## src/verilog/pcc_pkg.sv

```systemverilog
// Purpose: constants and carrier types for the control-frame configuration block
// Assumes: 16-bit management registers, 5-bit register address, MII nibble transmit path
// Notes:   field positions and the irq control and buffer size reset values of the configuration register live here
package pcc_pkg;

  localparam logic [4:0] CFG_ADDR       = 5'h1F;
  localparam int         ERR_BIT        = 15;
  localparam int         OK_BIT         = 14;
  localparam int         DA_SEL_BIT     = 8;
  localparam int         IRQ_CTL_HI     = 7;
  localparam int         IRQ_CTL_LO     = 6;
  localparam int         BC_REJECT_BIT  = 5;
  localparam int         BUF_HI         = 4;
  localparam int         BUF_LO         = 1;
  localparam int         WR_EN_BIT      = 0;
  localparam logic [4:0] BCAST_PHYAD    = 5'h1F;
  localparam logic [3:0] SFD_NIBBLE     = 4'hD;
  localparam logic [3:0] DA_LAST_NIB    = 4'hB;
  localparam logic [1:0] IRQ_CTL_RESET  = 2'h0;
  localparam logic [3:0] BUF_RESET      = 4'h0;

  typedef enum logic [2:0] {
    ST_IDLE = 3'b001,
    ST_DA   = 3'b010,
    ST_BODY = 3'b100
  } pcc_state_type;

  typedef struct packed {
    logic [4:0]  addr;
    logic        wr;
    logic        rd;
    logic [15:0] wdata;
  } pcc_regbus_type;

  typedef struct packed {
    logic       en;
    logic [3:0] d;
  } pcc_tx_type;

endpackage : pcc_pkg

```

## src/verilog/pcc_frame_config.sv

```systemverilog
// Purpose: configuration register, status flags and transmit detection delay line
// Assumes: register port is the internal side of the serial management block
// Notes:   frame parsing beyond the destination address is done outside
`timescale 1ns/1ps
module pcc_frame_config #(
  parameter int          BUF_UNIT  = 4,
  parameter int          MEM_AW    = 6,
  parameter logic [47:0] DA_FIRST  = 48'h0000_0000_0002,
  parameter logic [47:0] DA_SECOND = 48'h0000_0000_0004
) (
  input  wire logic                    CORE_CLK_I,
  input  wire logic                    RST_N_I,
  input  wire logic                    STRAP_EN_I,
  input  wire logic [4:0]              PHY_ADDR_I,
  input  wire pcc_pkg::pcc_regbus_type REG_I,
  output      logic [15:0]             REG_RDATA_O,
  input  wire pcc_pkg::pcc_tx_type     TX_I,
  output      pcc_pkg::pcc_tx_type     TX_O,
  input  wire logic                    FRAME_PHYAD_VALID_I,
  input  wire logic [4:0]              FRAME_PHYAD_I,
  input  wire logic                    FRAME_DONE_I,
  input  wire logic                    FRAME_ERR_I,
  output      logic                    CTRL_FRAME_O,
  output      logic                    ADDR_ACCEPT_O,
  output      logic                    FRAME_WR_EN_O,
  output      logic                    IRQ_SLOT_SEL_O,
  output      logic                    IRQ_EVENT_O
);
  import pcc_pkg::*;

  localparam int MEM_SIZE = 1 << MEM_AW;

  // ==========================================================
  // state
  typedef struct packed {
    logic                strap_done;
    logic                err_flag;
    logic                ok_flag;
    logic                da_sel;
    logic [1:0]          irq_ctl;
    logic                bc_reject;
    logic [3:0]          buf_size;
    logic                wr_en;
    logic [15:0]         rdata;
    pcc_state_type       st;
    logic [3:0]          nib;
    logic [47:0]         da;
    logic                ctrl;
    logic                accept;
    logic                trunc;
    logic [MEM_AW-1:0]   wp;
    pcc_tx_type          tx;
    logic                irq;
    logic                slot;
  } pcc_core_type;

  pcc_core_type r;
  pcc_core_type next_r;

  pcc_tx_type   mem [MEM_SIZE];
  pcc_tx_type   delayed;
  logic [MEM_AW-1:0] depth;
  logic [15:0]  cfg_word;
  logic [47:0]  sel_addr;
  logic [47:0]  cand;
  logic         set_err;
  logic         set_ok;
  logic         cfg_rd;
  logic         cfg_wr;

  // ==========================================================
  // delay line
  always_comb
  begin
    depth   = MEM_AW'(32'(r.buf_size) * BUF_UNIT);
    delayed = mem[r.wp - depth];
  end

  always_ff @(posedge CORE_CLK_I)
  begin
    mem[r.wp] <= TX_I;
  end

  // ==========================================================
  // next state
  always_comb
  begin
    next_r   = r;
    cfg_rd   = REG_I.rd && (REG_I.addr == CFG_ADDR);
    cfg_wr   = REG_I.wr && (REG_I.addr == CFG_ADDR);
    set_err  = FRAME_DONE_I && FRAME_ERR_I;
    set_ok   = FRAME_DONE_I && !FRAME_ERR_I;
    cfg_word = {r.err_flag, r.ok_flag, 5'h00, r.da_sel, r.irq_ctl,
                r.bc_reject, r.buf_size, r.wr_en};
    sel_addr = r.da_sel ? DA_SECOND : DA_FIRST;
    cand     = {TX_I.d, r.da[47:4]};

    // strap is caught on the first clock after reset release
    if (!r.strap_done)
    begin
      next_r.strap_done = 1'b1;
      next_r.wr_en      = STRAP_EN_I;
    end

    if (cfg_wr)
    begin
      next_r.da_sel    = REG_I.wdata[DA_SEL_BIT];
      next_r.irq_ctl   = REG_I.wdata[IRQ_CTL_HI:IRQ_CTL_LO];
      next_r.bc_reject = REG_I.wdata[BC_REJECT_BIT];
      next_r.buf_size  = REG_I.wdata[BUF_HI:BUF_LO];
      next_r.wr_en     = REG_I.wdata[WR_EN_BIT];
    end

    // kept as its own flop so the slot select leaves straight from a register
    next_r.slot = |next_r.irq_ctl;

    if (cfg_rd)
    begin
      next_r.rdata    = cfg_word;
      next_r.err_flag = 1'b0;
      next_r.ok_flag  = 1'b0;
    end
    // an event in the read cycle survives the clear
    if (set_err)
      next_r.err_flag = 1'b1;
    if (set_ok)
      next_r.ok_flag = 1'b1;

    next_r.irq = (set_ok && r.irq_ctl[0]) || (set_err && r.irq_ctl[1]);

    if (FRAME_PHYAD_VALID_I)
    begin
      if (r.bc_reject)
        next_r.accept = (FRAME_PHYAD_I == PHY_ADDR_I);
      else
        next_r.accept = (FRAME_PHYAD_I == PHY_ADDR_I) ||
                        (FRAME_PHYAD_I == BCAST_PHYAD);
    end

    // destination address collection, first nibble lands in the low bits
    case (r.st)
      ST_IDLE:
      begin
        next_r.ctrl  = 1'b0;
        next_r.trunc = 1'b0;
        if (TX_I.en && (TX_I.d == SFD_NIBBLE))
        begin
          next_r.st  = ST_DA;
          next_r.nib = 4'h0;
        end
      end
      ST_DA:
      begin
        next_r.da  = cand;
        next_r.nib = r.nib + 4'h1;
        if (!TX_I.en)
          next_r.st = ST_IDLE;
        else if (r.nib == DA_LAST_NIB)
        begin
          next_r.st   = ST_BODY;
          next_r.ctrl = (cand == sel_addr) ||
                        (cand == (sel_addr | 48'h0000_0000_0001));
          // without buffering the match is only known once the address is gone
          next_r.trunc = (r.buf_size == BUF_RESET) && next_r.ctrl;
        end
      end
      ST_BODY:
      begin
        if (!TX_I.en)
        begin
          next_r.st    = ST_IDLE;
          next_r.trunc = 1'b0;
        end
      end
      default:
        next_r.st = ST_IDLE;
    endcase

    next_r.wp = r.wp + 1'b1;
    if (r.buf_size == BUF_RESET)
    begin
      next_r.tx    = TX_I;
      // the last address nibble still leaves; only what follows it is cut
      next_r.tx.en = TX_I.en && !r.trunc;
    end
    else
      next_r.tx = delayed;
  end

  // ==========================================================
  // registers
  always_ff @(posedge CORE_CLK_I)
  begin
    if (!RST_N_I)
    begin
      r            <= '0;
      r.st         <= ST_IDLE;
      r.irq_ctl    <= IRQ_CTL_RESET;
      r.buf_size   <= BUF_RESET;
    end
    else
      r <= next_r;
  end

  always_comb
  begin
    REG_RDATA_O    = r.rdata;
    TX_O           = r.tx;
    CTRL_FRAME_O   = r.ctrl;
    ADDR_ACCEPT_O  = r.accept;
    FRAME_WR_EN_O  = r.wr_en;
    IRQ_SLOT_SEL_O = r.slot;
    IRQ_EVENT_O    = r.irq;
  end

endmodule : pcc_frame_config

```

## config.mk

```make
export PLATFORM = sky130hd
export DESIGN_NAME = pcc_frame_config
export DESIGN_NICKNAME = d
export VERILOG_FILES = /design/src/verilog/pcc_pkg.sv /design/src/verilog/pcc_frame_config.sv
export SDC_FILE = /design/constraint.sdc
export NUM_CORES = 1
export LEC_CHECK = 0
export BUFFER_PORTS_ARGS = -buffer_cell sky130_fd_sc_hd__buf_2
export CORE_MARGIN = 2
export CORE_UTILIZATION = 40
export DETAILED_ROUTE_END_ITERATION = 16
export SYNTH_ARGS = -nofsm -noshare
export SYNTH_HDL_FRONTEND = slang
export SYNTH_SLANG_ARGS = --single-unit
export TNS_END_PERCENT = 20
```

## constraint.sdc

```tcl
create_clock -name CORE_CLK_I -period 4.86 [get_ports CORE_CLK_I]
set_clock_uncertainty 0.15 [all_clocks]
set_input_delay 0.243 -clock CORE_CLK_I [delete_from_list [all_inputs] [get_ports CORE_CLK_I]]
set_output_delay 0.243 -clock CORE_CLK_I [all_outputs]
set_load 0.01 [all_outputs]
```

; ---- Word-level counts from Yosys, hierarchy flattened
; Memories as Yosys holds them, arrays and structs flattened.
; Cells that the tools add are included.
[word_totals]
ff_bits = 94
ram_bits = 320
out_inout_bits = 26
word_cells = 89
memories = 1
[memory_table]
columns = memory, words, word_bits, read_ports, rd_ports_with_merged_regs, write_ports, line
row1 = mem, 64, 5, 1, 0, 1, pcc_frame_config.sv:60  ; pcc_tx_type mem [MEM_SIZE];
[op_classes]
add_sub_neg = 3
eq_ne = 16
mux = 25
reduce_logical = 24
[ops]
columns = operator, count
row1 = $mux W99, 1
row2 = $eq A48 B3 Y1, 2
row3 = $mux W48, 1
row4 = $mux W16, 1
row5 = $mux W3, 4
row6 = $eq A5 B5 Y1 const B, 2
row7 = $mux W1, 10
row8 = $logic_and A1 B1 Y1, 9
row9 = $mux W9, 1
row10 = $pmux W3 S3, 1
row11 = $eq A4 B4 Y1 const B, 2
row12 = $ne A2 B2 Y1 const B, 4
row13 = $pmux W4 S2, 1
row14 = $mux W7, 1
row15 = $add A6 B1 Y6 const B, 1
row16 = $reduce_and A3 Y1, 2
row17 = $reduce_bool A2 Y1, 3
row18 = $sub A6 B6 Y6, 1
row19 = $eq A5 B5 Y1, 1
row20 = $mux W5, 1
row21 = $add A4 B1 Y4 const B, 1
row22 = $logic_not A4 Y1, 1
row23 = $reduce_and A4 Y1, 1
row24 = $eq A3 B1 Y1 const B, 1
row25 = 12 further kinds, 15

; ---- Logic depth before layout (Yosys ltp)
; Gate-level depths: netlist of the first run.
[logic_depth]
depth_word = 8
depth_mapped = 13
mapped_depth_nobuf = 10

; ---- Least setup slack after synthesis of the first run
; Ideal clock, no wire load.
[synth_path]
path_type = flip-flop to flip-flop
startpoint = register r[9] (netlist name)
endpoint = register r (netlist bit TX_O[0])
setup_ns = 0.122
t_arrival_ns = 2.586
required_time_ns = 4.588
slack_ns = 2.002
stages_incl_launch_ff = 12
n_path_buf = 1
period_less_slack_ns = 2.858
cell_sequence = dfxtp_1 clkbuf_1 inv_1 ha_1 inv_1 fa_1 xor2_2 mux4_2 nor2b_1 a2111oi_0 o221a_2 a21oi_1
[synth_between]
elab_chain_len = 3
[synth_rtl]
columns = item, line
row1 = from (decl), pcc_frame_config.sv:57  ; pcc_core_type r;
row2 = from (signal assigned), pcc_frame_config.sv:202  ; r <= next_r;
row3 = $sub A6 B6 Y6, pcc_frame_config.sv:76  ; delayed = mem[r.wp - depth];
row4 = $mem_v2 Z64 W5, --
row5 = $mux W5, pcc_frame_config.sv:180  ; if (r.buf_size == BUF_RESET)
; Every way passes these cells.
; A chain may end at the register's enable or synchronous reset.

; ---- Final worst setup path of the first run
; Same ends and word-level chain as after synthesis.

==> metrics, run 1 <==
status completed; Yosys top cell area share 58.3%; Inserted Diodes 0; Clock Path Buffers 3; most numerous cell in the Yosys netlist edfxtp_1; cts bufs inserted 41; max-cap violations 0; Critical Path RT 5.13 ns; synth-to-layout area growth 13.3%; initial antenna violation count 1; start of the worst register-to-register path r[9]; Setup crit start kind register; synth warn 0; top post-synthesis cells by area edfxtp_1 58%, mux4_2 11%, dfxtp_1 11%, nand2_1 2.9%, a21boi_0 2.0%; adder-cell share of the synthesized area 0.501%; final hold violation count 0; Setup TNS 0 ns; WL/cell 21.7 microns; Tightest Pin Transition 0.948 ns; number of synthesized flops with an enable pin 320; Initial Utilization 40.5%; Synth cell types 53; final max-slew violation count 0; Top FF cell, synth edfxtp_1; hpwl dp 22600 microns; worst skew pair latency 0.56 ns; Mapped Area 16500 sq um; leakage dissipation 6.21 nW; Hold Path Class input pin to register; Crit Path Max Fanout 18; Hold Path Origin TX_I[2]; number of synthesized register bits 409; chip height 207 microns; ANT nets after route 0; core area 40700 sq um; first drt pass iteration count 5; RePlAce Congestion 0.795; chip width 207 microns; Tcrit/Tclk final 82.6%; crit path from r[9]; final wirelength 36400 microns; CP Data Arrival Time 4.28 ns; CP Capture Type register; FP Rows 74; Fmax 249 MHz; first-pass GRT wire length 56000 microns; via count 9065; Via-to-Cell Ratio 5.40; pwr dens 388 nW/um^2; final setup vio count 0; Synth Instances 1052; Power Total 7.24 mW; Clock transition at path regs 0.06 ns; asr flop ratio synth 0%; Synth Area per Inst 15.7 sq um; Slew headroom 36.6%; Die Area 42900 sq um; sequential fraction of the synthesis area 69.1%; post-CTS setup buffers 0; I/O pin total 70; Layout Nets 1166; leading area contributor after synthesis edfxtp_1; RSZ-0062 raised after global routing no; drc violations 0; critical path class register to register; gr ovfl total 0; Port Buf Inserts 57; post-synthesis xor/xnor area fraction 0.630%; Synth top cells by count 320 x edfxtp_1, 127 x nand2_1, 89 x dfxtp_1, 84 x mux4_2, 78 x nor2_1; # clock sinks 409; fin crit period 4.01 ns; CTS tree built; largest net degree at the start of global routing 78; share of cells above drive strength 1 20.6%; Compound-Gate Fraction of Synth Area 4.47%; WHS 0.137 ns; Filler Cells Inserted 3534; mux share of post-synthesis cell area 13.5%; Tot GR Track Use 17.1%; main combinational cell family by area after synthesis multiplexers; H-tree levels 2; vias in the first global route 9030; root buf cell clkbuf_16; simple logic cell fraction of the synthesized area 8.94%; Initial DRC Count 768; cts repair resizes 0; Peak VDD IR 263 uV
cell usage in the layout, fill, tap and decap left out, types with 6 or more instances in the layout:
master         instances
clkbuf_1              12
buf_2                 57
a21oi_1               13
mux4_2                84
clkbuf_16             43
nand2_1              127
mux2i_1               32
clkinv_2              10
o31ai_1                7
buf_4                 20
nor2_1                77
dfxtp_1               87
o21ai_0                6
nor4_1                13
nor2b_1               31
nand3_1               15
nand3b_1               7
inv_1                  8
and2_1                10
a21boi_0              44
dlygate4sd3_1         20
edfxtp_1             320
nor3_1                 8
worst max-delay path, stage by stage (launching register included):
cell and delay, ns:
dfxtp_1 0.38, inv_1 0.22, ha_4 0.17, inv_1 0.04, fa_1 0.49, xor2_4 0.73
buf_4 0.33, mux4_2 0.32, nor2b_1 0.14, a2111oi_0 0.56, o221a_2 0.30, a21oi_1 0.04
power breakdown:
part / switching (mW) / leakage (nW) / total, mW / internal, mW
Clock: 1.31 / 0.634 / 3.03 / 1.72
Sequential: 0.0204 / 3.60 / 3.81 / 3.79
Combinational: 0.231 / 1.97 / 0.402 / 0.171
Total: 1.56 / 6.21 / 7.24 / 5.68
kinds of logic after synthesis:
group / after synthesis
and+or+nand+nor: 318
muxes: 118
adders and majority gates: 6
buffers and inverters: 88
DFF: 409
xor gates and xnor gates: 11
other: 1
AOI/OAI and AO/OA: 101
metrics by stage:
stage	cells	area [sq um]	setup slack [ns]	utilization, %
finish	1680	18700	0.848	45.9
global placement	1585	17200	1.01	42.3
floorplan	1056	16500	2.00	-
detailed placement	1585	17200	0.933	42.3
global route	1680	18700	0.652	45.9
CTS	1680	18700	0.909	45.9
flip-flops by register name (all words and copies together), names as in the netlist:
register and flops:
REG_RDATA_O 11, FRAME_WR_EN_O 1, cand 43, IRQ_SLOT_SEL_O 1, cfg_word 10, IRQ_EVENT_O 1
TX_O 5, r 15, CTRL_FRAME_O 1, mem 320, ADDR_ACCEPT_O 1
area by class of cell:
type | count | area [sq um] | area share (%)
Timing Repair Buffer | 97 | 636 | 3.40
Tap cell | 532 | 666 | 3.56
Multi-Input combinational cell | 559 | 4690 | 25.1
Clock inverter | 16 | 109 | 0.583
Sequential cell | 409 | 11400 | 61.0
Inverter | 8 | 30.0 | 0.161
Clock buffer | 59 | 1160 | 6.21
final timing paths:
kind              slack (ns)  cells past startpoint         end
hold reg to reg         0.32                      1       r[67]
setup / recovery        0.85                     11     TX_O[0]
setup reg to reg        0.85                     11     TX_O[0]
hold / removal          0.14                      1  mem[40][2]
repair_timing:
action,CTS,global route
hold buffers,20,0
endpoints found under the setup margin,0,0
hold endpoints to repair,60,0
per-layer routing:
metal | GRT usage [%] | part of all wire, % | up-vias
li1 | - | - | 4107
met1 | 24.9 | 46 | 4590
met2 | 26.0 | 45 | 300
met3 | 3.61 | 6.8 | 66
met4 | 4.90 | 2.3 | 2
met5 | 0 | 0.033 | -
Note: power is estimated with default switching activity, not from simulation.
==> inputs of run 2 (changes only) <==
==> constraint.sdc (replaced) <==
create_clock -name CORE_CLK_I -period 3.4 [get_ports CORE_CLK_I]
set_clock_uncertainty 0.15 [all_clocks]
set_input_delay 0.17 -clock CORE_CLK_I [delete_from_list [all_inputs] [get_ports CORE_CLK_I]]
set_output_delay 0.17 -clock CORE_CLK_I [all_outputs]
set_load 0.01 [all_outputs]
==> run 2 against run 1 <==
Compared with the run above:
- clock power rose by 58%
- global-route usage rose by 0.38 points
- cell count is 2.9% higher
- maximum frequency rose by 25%
- critical path depth down 1
- flip-flop and latch count unchanged
- non-clock buffer count grew 42
- count of clock-buffer cells in the layout shrank 3
- first-iteration DRC count up 8.2%
- hold slack got worse by 0.024 ns
- sequential share of layout area down 1.8 points
- critical endpoint unchanged
- largest power group unchanged
==> metrics, run 2 (synthesis gave the netlist of run 1 again) <==
status completed; CP Capture Type register; final max-slew violation count 0 (unchanged); Power Total 10.9 mW (+50%); Clock transition at path regs 0.06 ns (about the same); first drt pass iteration count 5 (unchanged); drc violations 0 (unchanged); gr ovfl total 0 (unchanged); Fmax 313 MHz (+25%); root buf cell clkbuf_16; Initial DRC Count 831 (+8.2%); Inserted Diodes 0 (unchanged); Filler Cells Inserted 3533 (-0.028%); FP Rows 74 (unchanged); final setup vio count 0 (unchanged); hold path endpoint r[13]; # clock sinks 409 (unchanged); final hold violation count 0 (unchanged); most common cell after layout, fill and taps aside edfxtp_1; start of the worst register-to-register path cfg_word[1]; RSZ-0062 raised after global routing no; commonest cells after routing, fill and taps aside 320 x edfxtp_1, 127 x nand2_1, 87 x dfxtp_1; initial antenna violation count 1 (unchanged); vias in the first global route 9449 (+4.6%); CP max stage delay 0.49 ns (-0.24 ns); non-filler cells, final 1728 (+2.9%); cts bufs inserted 44 (+7.3%); ANT nets after route 0 (unchanged); setup slack, reg-to-reg 0.20 ns (-0.65 ns); critical path's slowest cell fa_1; hpwl dp 23700 microns (+5.0%); placed cell areas 17600 sq um (+2.3%); Hold Path Class input pin to register; pwr dens 565 nW/um^2 (+46%); worst r2r dst TX_O[0]; Die Area 42900 sq um (unchanged); first-pass GRT wire length 57400 microns (+2.6%); chip width 207 microns (unchanged); Slew headroom 42.9% (+6.2 points); worst-path cell chain ha_4 -> inv_1 -> fa_1 -> xor2_4 -> buf_4 -> mux4_2 -> mux2i_1 -> nor3_1 -> o31ai_1 -> a21oi_1; Hold Path Origin TX_I[2]; max-cap violations 0 (unchanged); chip height 207 microns (unchanged); largest net degree at the start of global routing 68 (-13%); max reg flops 320 (unchanged); critical path class register to register; I/O pin total 70 (unchanged); hold depth 6 (+5); worst skew pair latency 0.55 ns (about the same); placed cells 1629 (+2.8%); Setup crit start kind register; H-tree levels 2 (unchanged); largest register by flop count mem; via count 9317 (+2.8%); Critical Path RT 3.67 ns (-1.46 ns); WP buf/inv 2 (-1); Via-to-Cell Ratio 5.39 (about the same); final wirelength 37400 microns (+2.5%); cell area after layout 19200 sq um (+3.0%); Peak VDD IR 354 uV (+35%); pre-CTS WS 0.177 ns (-0.755 ns); Port Buf Inserts 57 (unchanged); Tightest Pin Transition 0.857 ns (-0.0914 ns); WL/cell 21.6 microns (-0.33%); share of cells above drive strength 1 23.7% (+3.2 points); Layout Nets 1211 (+3.9%); leakage dissipation 6.51 nW (+4.9%); Final Core Density 47.2% (+1.4 points); delay-heaviest family, CP adder cells; Worst Slack Setup Final 0.201 ns (-0.647 ns); Crit Path Max Fanout 9 (-9); post-CTS setup buffers 0 (unchanged); R2R cell count 10 (-1); core area 40700 sq um (unchanged); Setup TNS 0 ns (unchanged); RePlAce Congestion 0.799 (+0.49%); Clock Path Buffers 3 (unchanged); WHS 0.113 ns (-0.0236 ns); fin crit period 3.20 ns (-0.813 ns); Tcrit/Tclk final 94.1% (+12 points); synth-to-layout area growth 16.7%; Initial Utilization 40.5% (unchanged); CP Data Arrival Time 3.47 ns (-0.81 ns); Tot GR Track Use 17.5% (+0.38 points); CTS tree built
[run 2: routing by layer]
| metal | track usage, % | up-vias | wire (microns) |
|---|---|---|---|
| li1 | - | 4205 | - |
| met1 | 25.4 | 4746 | 17000 |
| met2 | 26.6 | 304 | 17000 |
| met3 | 3.46 | 62 | 2430 |
| met4 | 5.30 | 0 | 901 |
| met5 | 0 | - | 0 |
[run 2: worst max path at each step]
stage	from	slack (ns)	to	cells past startpoint
6_report	cfg_word[1]	0.20	TX_O[0]	10
4_1_cts	cfg_word[1]	0.16	TX_O[3]	10
2_1_floorplan	r[9]	0.54	TX_O[0]	11
3_3_place_gp	cfg_word[1]	0.29	TX_O[3]	10
3_5_place_dp	cfg_word[1]	0.18	TX_O[3]	10
5_1_grt	cfg_word[1]	0.07	TX_O[3]	10
[run 2: layout make-up]
cell class              instances  area, sq um  share of cell area, %
well taps                     532          666                   3.46
clock buffers                  56         1190                   6.18
repair buffers                139         1010                   5.24
inverters                       8         30.0                  0.156
clock inverters                25          269                   1.40
flip-flops and latches        409        11400                   59.2
multi-input cells             559         4690                   24.4
[run 2: worst register-to-register path, stage by stage (launching register included)]
cell     delay (ns)
dfxtp_1        0.47
ha_4           0.18
inv_1          0.04
fa_1           0.49
xor2_4         0.35
buf_4          0.25
mux4_2         0.31
mux2i_1        0.24
nor3_1         0.07
o31ai_1        0.39
a21oi_1        0.12
[run 2: power by group]
group | internal, mW | switching [mW]
sequential | 5.42 | 0.0350
clock | 2.86 | 1.94
combinational | 0.271 | 0.339
total | 8.55 | 2.31
[run 2: timing repair]
action	in CTS	in global routing
hold endpoints to repair	28	0
hold buffers	18	0
endpoints found under the setup margin	0	1
gates resized for setup	0	1
==> inputs of run 3 (changes only) <==
--- a/config.mk
+++ b/config.mk
@@ -9,6 +9,7 @@
 export CORE_MARGIN = 2
 export CORE_UTILIZATION = 40
 export DETAILED_ROUTE_END_ITERATION = 16
+export RECOVER_POWER = 25
 export SYNTH_ARGS = -nofsm -noshare
 export SYNTH_HDL_FRONTEND = slang
 export SYNTH_SLANG_ARGS = --single-unit
==> constraint.sdc (replaced) <==
create_clock -name CORE_CLK_I -period 3.45 [get_ports CORE_CLK_I]
set_clock_uncertainty 0.15 [all_clocks]
set_input_delay 0.1725 -clock CORE_CLK_I [delete_from_list [all_inputs] [get_ports CORE_CLK_I]]
set_output_delay 0.1725 -clock CORE_CLK_I [all_outputs]
set_load 0.01 [all_outputs]
==> run 3 against run 2 <==
Compared with the run above:
- the run now ends with capacitance limit, slew limit left
- die area unchanged
- register-to-register slack barely moved
- cell count is 0.52% higher
- critical path depth did not move
- hold slack better by 0.095 ns
- maximum frequency down 1.3%
- power fell by 3.4%
==> metrics, run 3 (synthesis gave the netlist of run 1 again) <==
CP Capture Type register; Initial Utilization 40.5% (unchanged); gr ovfl total 0 (unchanged); chip height 207 microns (unchanged); root buf cell clkbuf_16; # clock sinks 409 (unchanged); final wirelength 37300 microns (-0.10%); final setup vio count 0 (unchanged); critical path's slowest cell dfxtp_1; max-cap violations 3 (+3); leakage dissipation 6.51 nW (about the same); core area 40700 sq um (unchanged); share of cells above drive strength 1 23.5% (-0.26 points); Setup crit start kind register; area occupied by multi-input gates 4690 sq um (-0.11%); vias in the first global route 9392 (-0.60%); cell area after layout 19200 sq um (-0.15%); Via-to-Cell Ratio 5.39 (about the same); worst-path cell chain ha_4 -> inv_1 -> fa_1 -> xor2_4 -> buf_12 -> mux4_2 -> mux2i_1 -> nor3_1 -> o31ai_1 -> a21oi_1; Tightest Pin Transition 3.11 ns (+2.26 ns); initial antenna violation count 2 (+1); Tot GR Track Use 17.4% (-0.069 points); hpwl dp 24000 microns (+1.0%); fin crit period 3.24 ns (+0.0430 ns); CP max stage delay 0.49 ns (about the same); final hold violation count 0 (unchanged); Hold Path Class input pin to register; first drt pass iteration count 5 (unchanged); chip width 207 microns (unchanged); Inserted Diodes 0 (unchanged); synth-to-layout area growth 16.5%; Crit Path Max Fanout 15 (+6); commonest cells after routing, fill and taps aside 320 x edfxtp_1, 127 x nand2_1, 87 x dfxtp_1; Clock Path Buffers 3 (unchanged); status complete, but fails checks; Peak VDD IR 384 uV (+8.4%); drc violations 0 (unchanged); most common cell after layout, fill and taps aside edfxtp_1; RePlAce Congestion 0.806 (+0.89%); first-pass GRT wire length 57300 microns (-0.23%); Port Buf Inserts 57 (unchanged); cts repair resizes 0 (unchanged); Tcrit/Tclk final 94.0% (-0.12 points); cts bufs inserted 42 (-4.5%); pwr dens 546 nW/um^2 (-3.3%); CTS tree built; H-tree levels 2 (unchanged); WL/cell 21.5 microns (-0.62%); ANT nets after route 0 (unchanged); Most Crowded Layer GR met2; Die Area 42900 sq um (unchanged); I/O pin total 70 (unchanged); via count 9364 (+0.50%); Slew headroom -108% (-150 points); RSZ-0062 raised after global routing no; critical path class register to register; largest register by flop count mem; GR Util met2 26.7% (+0.10 points); placed cells 1641 (+0.74%); CP Data Arrival Time 3.50 ns (+0.03 ns); worst skew pair latency 0.54 ns (about the same); Setup TNS 0 ns (unchanged); non-filler cells, final 1737 (+0.52%); global-route met3 utilization 3.64% (+0.18 points); Clock transition at path regs 0.06 ns (about the same); post-CTS setup buffers 0 (unchanged); max reg flops 320 (unchanged); FP Rows 74 (unchanged); Critical Path RT 3.71 ns (+0.04 ns); Fmax 308 MHz (-1.3%); Filler Cells Inserted 3557 (+0.68%); Layout Nets 1222 (+0.91%); largest net degree at the start of global routing 68 (unchanged); register area 11400 sq um (unchanged); final max-slew violation count 179 (+179); failing checks capacitance limit, slew limit; Initial DRC Count 836 (+0.60%); met1 GRT Util 25.3% (-0.092 points); Power Total 10.5 mW (-3.4%); placed cell areas 17700 sq um (+0.44%)
[run 3: changes by cell type in the layout (fill, tap and decap cells not counted), sizes merged, moves of 2 or more]
cell,delta
buf,+3
clkbuf,+12
clkinv,-5
clkinvlp,-2
[run 3: layout make-up]
cell class,instances,share of cell area [%]
inverters,8,0.156
clock buffers,59,6.12
multi-input cells,559,24.4
well taps,532,3.46
flip-flops and latches,409,59.3
repair buffers,152,5.59
clock inverters,18,0.996
[run 3: worst paths after layout]
| path | slack (ns) | startpoint | end | cells past startpoint |
|---|---|---|---|---|
| max | 0.21 | cfg_word[1] | TX_O[3] | 10 |
| min reg2reg | 0.32 | cand[3] | cand[3] | 2 |
| max reg2reg | 0.21 | cfg_word[1] | TX_O[3] | 10 |
| min | 0.21 | REG_I[17] | cfg_word[3] | 4 |
[run 3: critical path: cells and delay by family, from the launching register on]
kind	cells	cell delay [ns]
compound gates	2	0.54
xor+xnor	1	0.37
buf+inv	2	0.24
mux	2	0.56
simple gates	1	0.08
flops	1	0.49
fa+ha+maj	2	0.67
[run 3: what timing repair did]
| item | CTS | global route |
|---|---|---|
| setup endpoints to repair | 0 | 0 |
| endpoints found under the hold margin | 39 | 0 |
| hold buffers | 19 | 0 |
[run 3: report_power, final]
| group | internal [mW] | leakage (nW) | switching [mW] | total [mW] |
|---|---|---|---|---|
| Combinational | 0.262 | 2.24 | 0.330 | 0.592 |
| Clock | 2.68 | 0.666 | 1.84 | 4.52 |
| Sequential | 5.35 | 3.60 | 0.0347 | 5.38 |
[run 3: per-layer routing]
layer | wire length [microns] | vias to the layer above
met4 | 685 | 0
met3 | 2710 | 49
met1 | 16900 | 4760
met5 | 0 | -
met2 | 17000 | 327
li1 | - | 4228
[run 3: through the flow]
step | hold WS (ns) | utilization, % | setup WS, ns
floorplan | 0.0502 | - | 0.592
global placement | 0.213 | 43.4 | 0.333
detailed placement | 0.232 | 43.4 | 0.316
CTS | 0.0620 | 47.2 | 0.276
global route | 0.231 | 47.2 | 0.0562
finish | 0.208 | 47.2 | 0.208
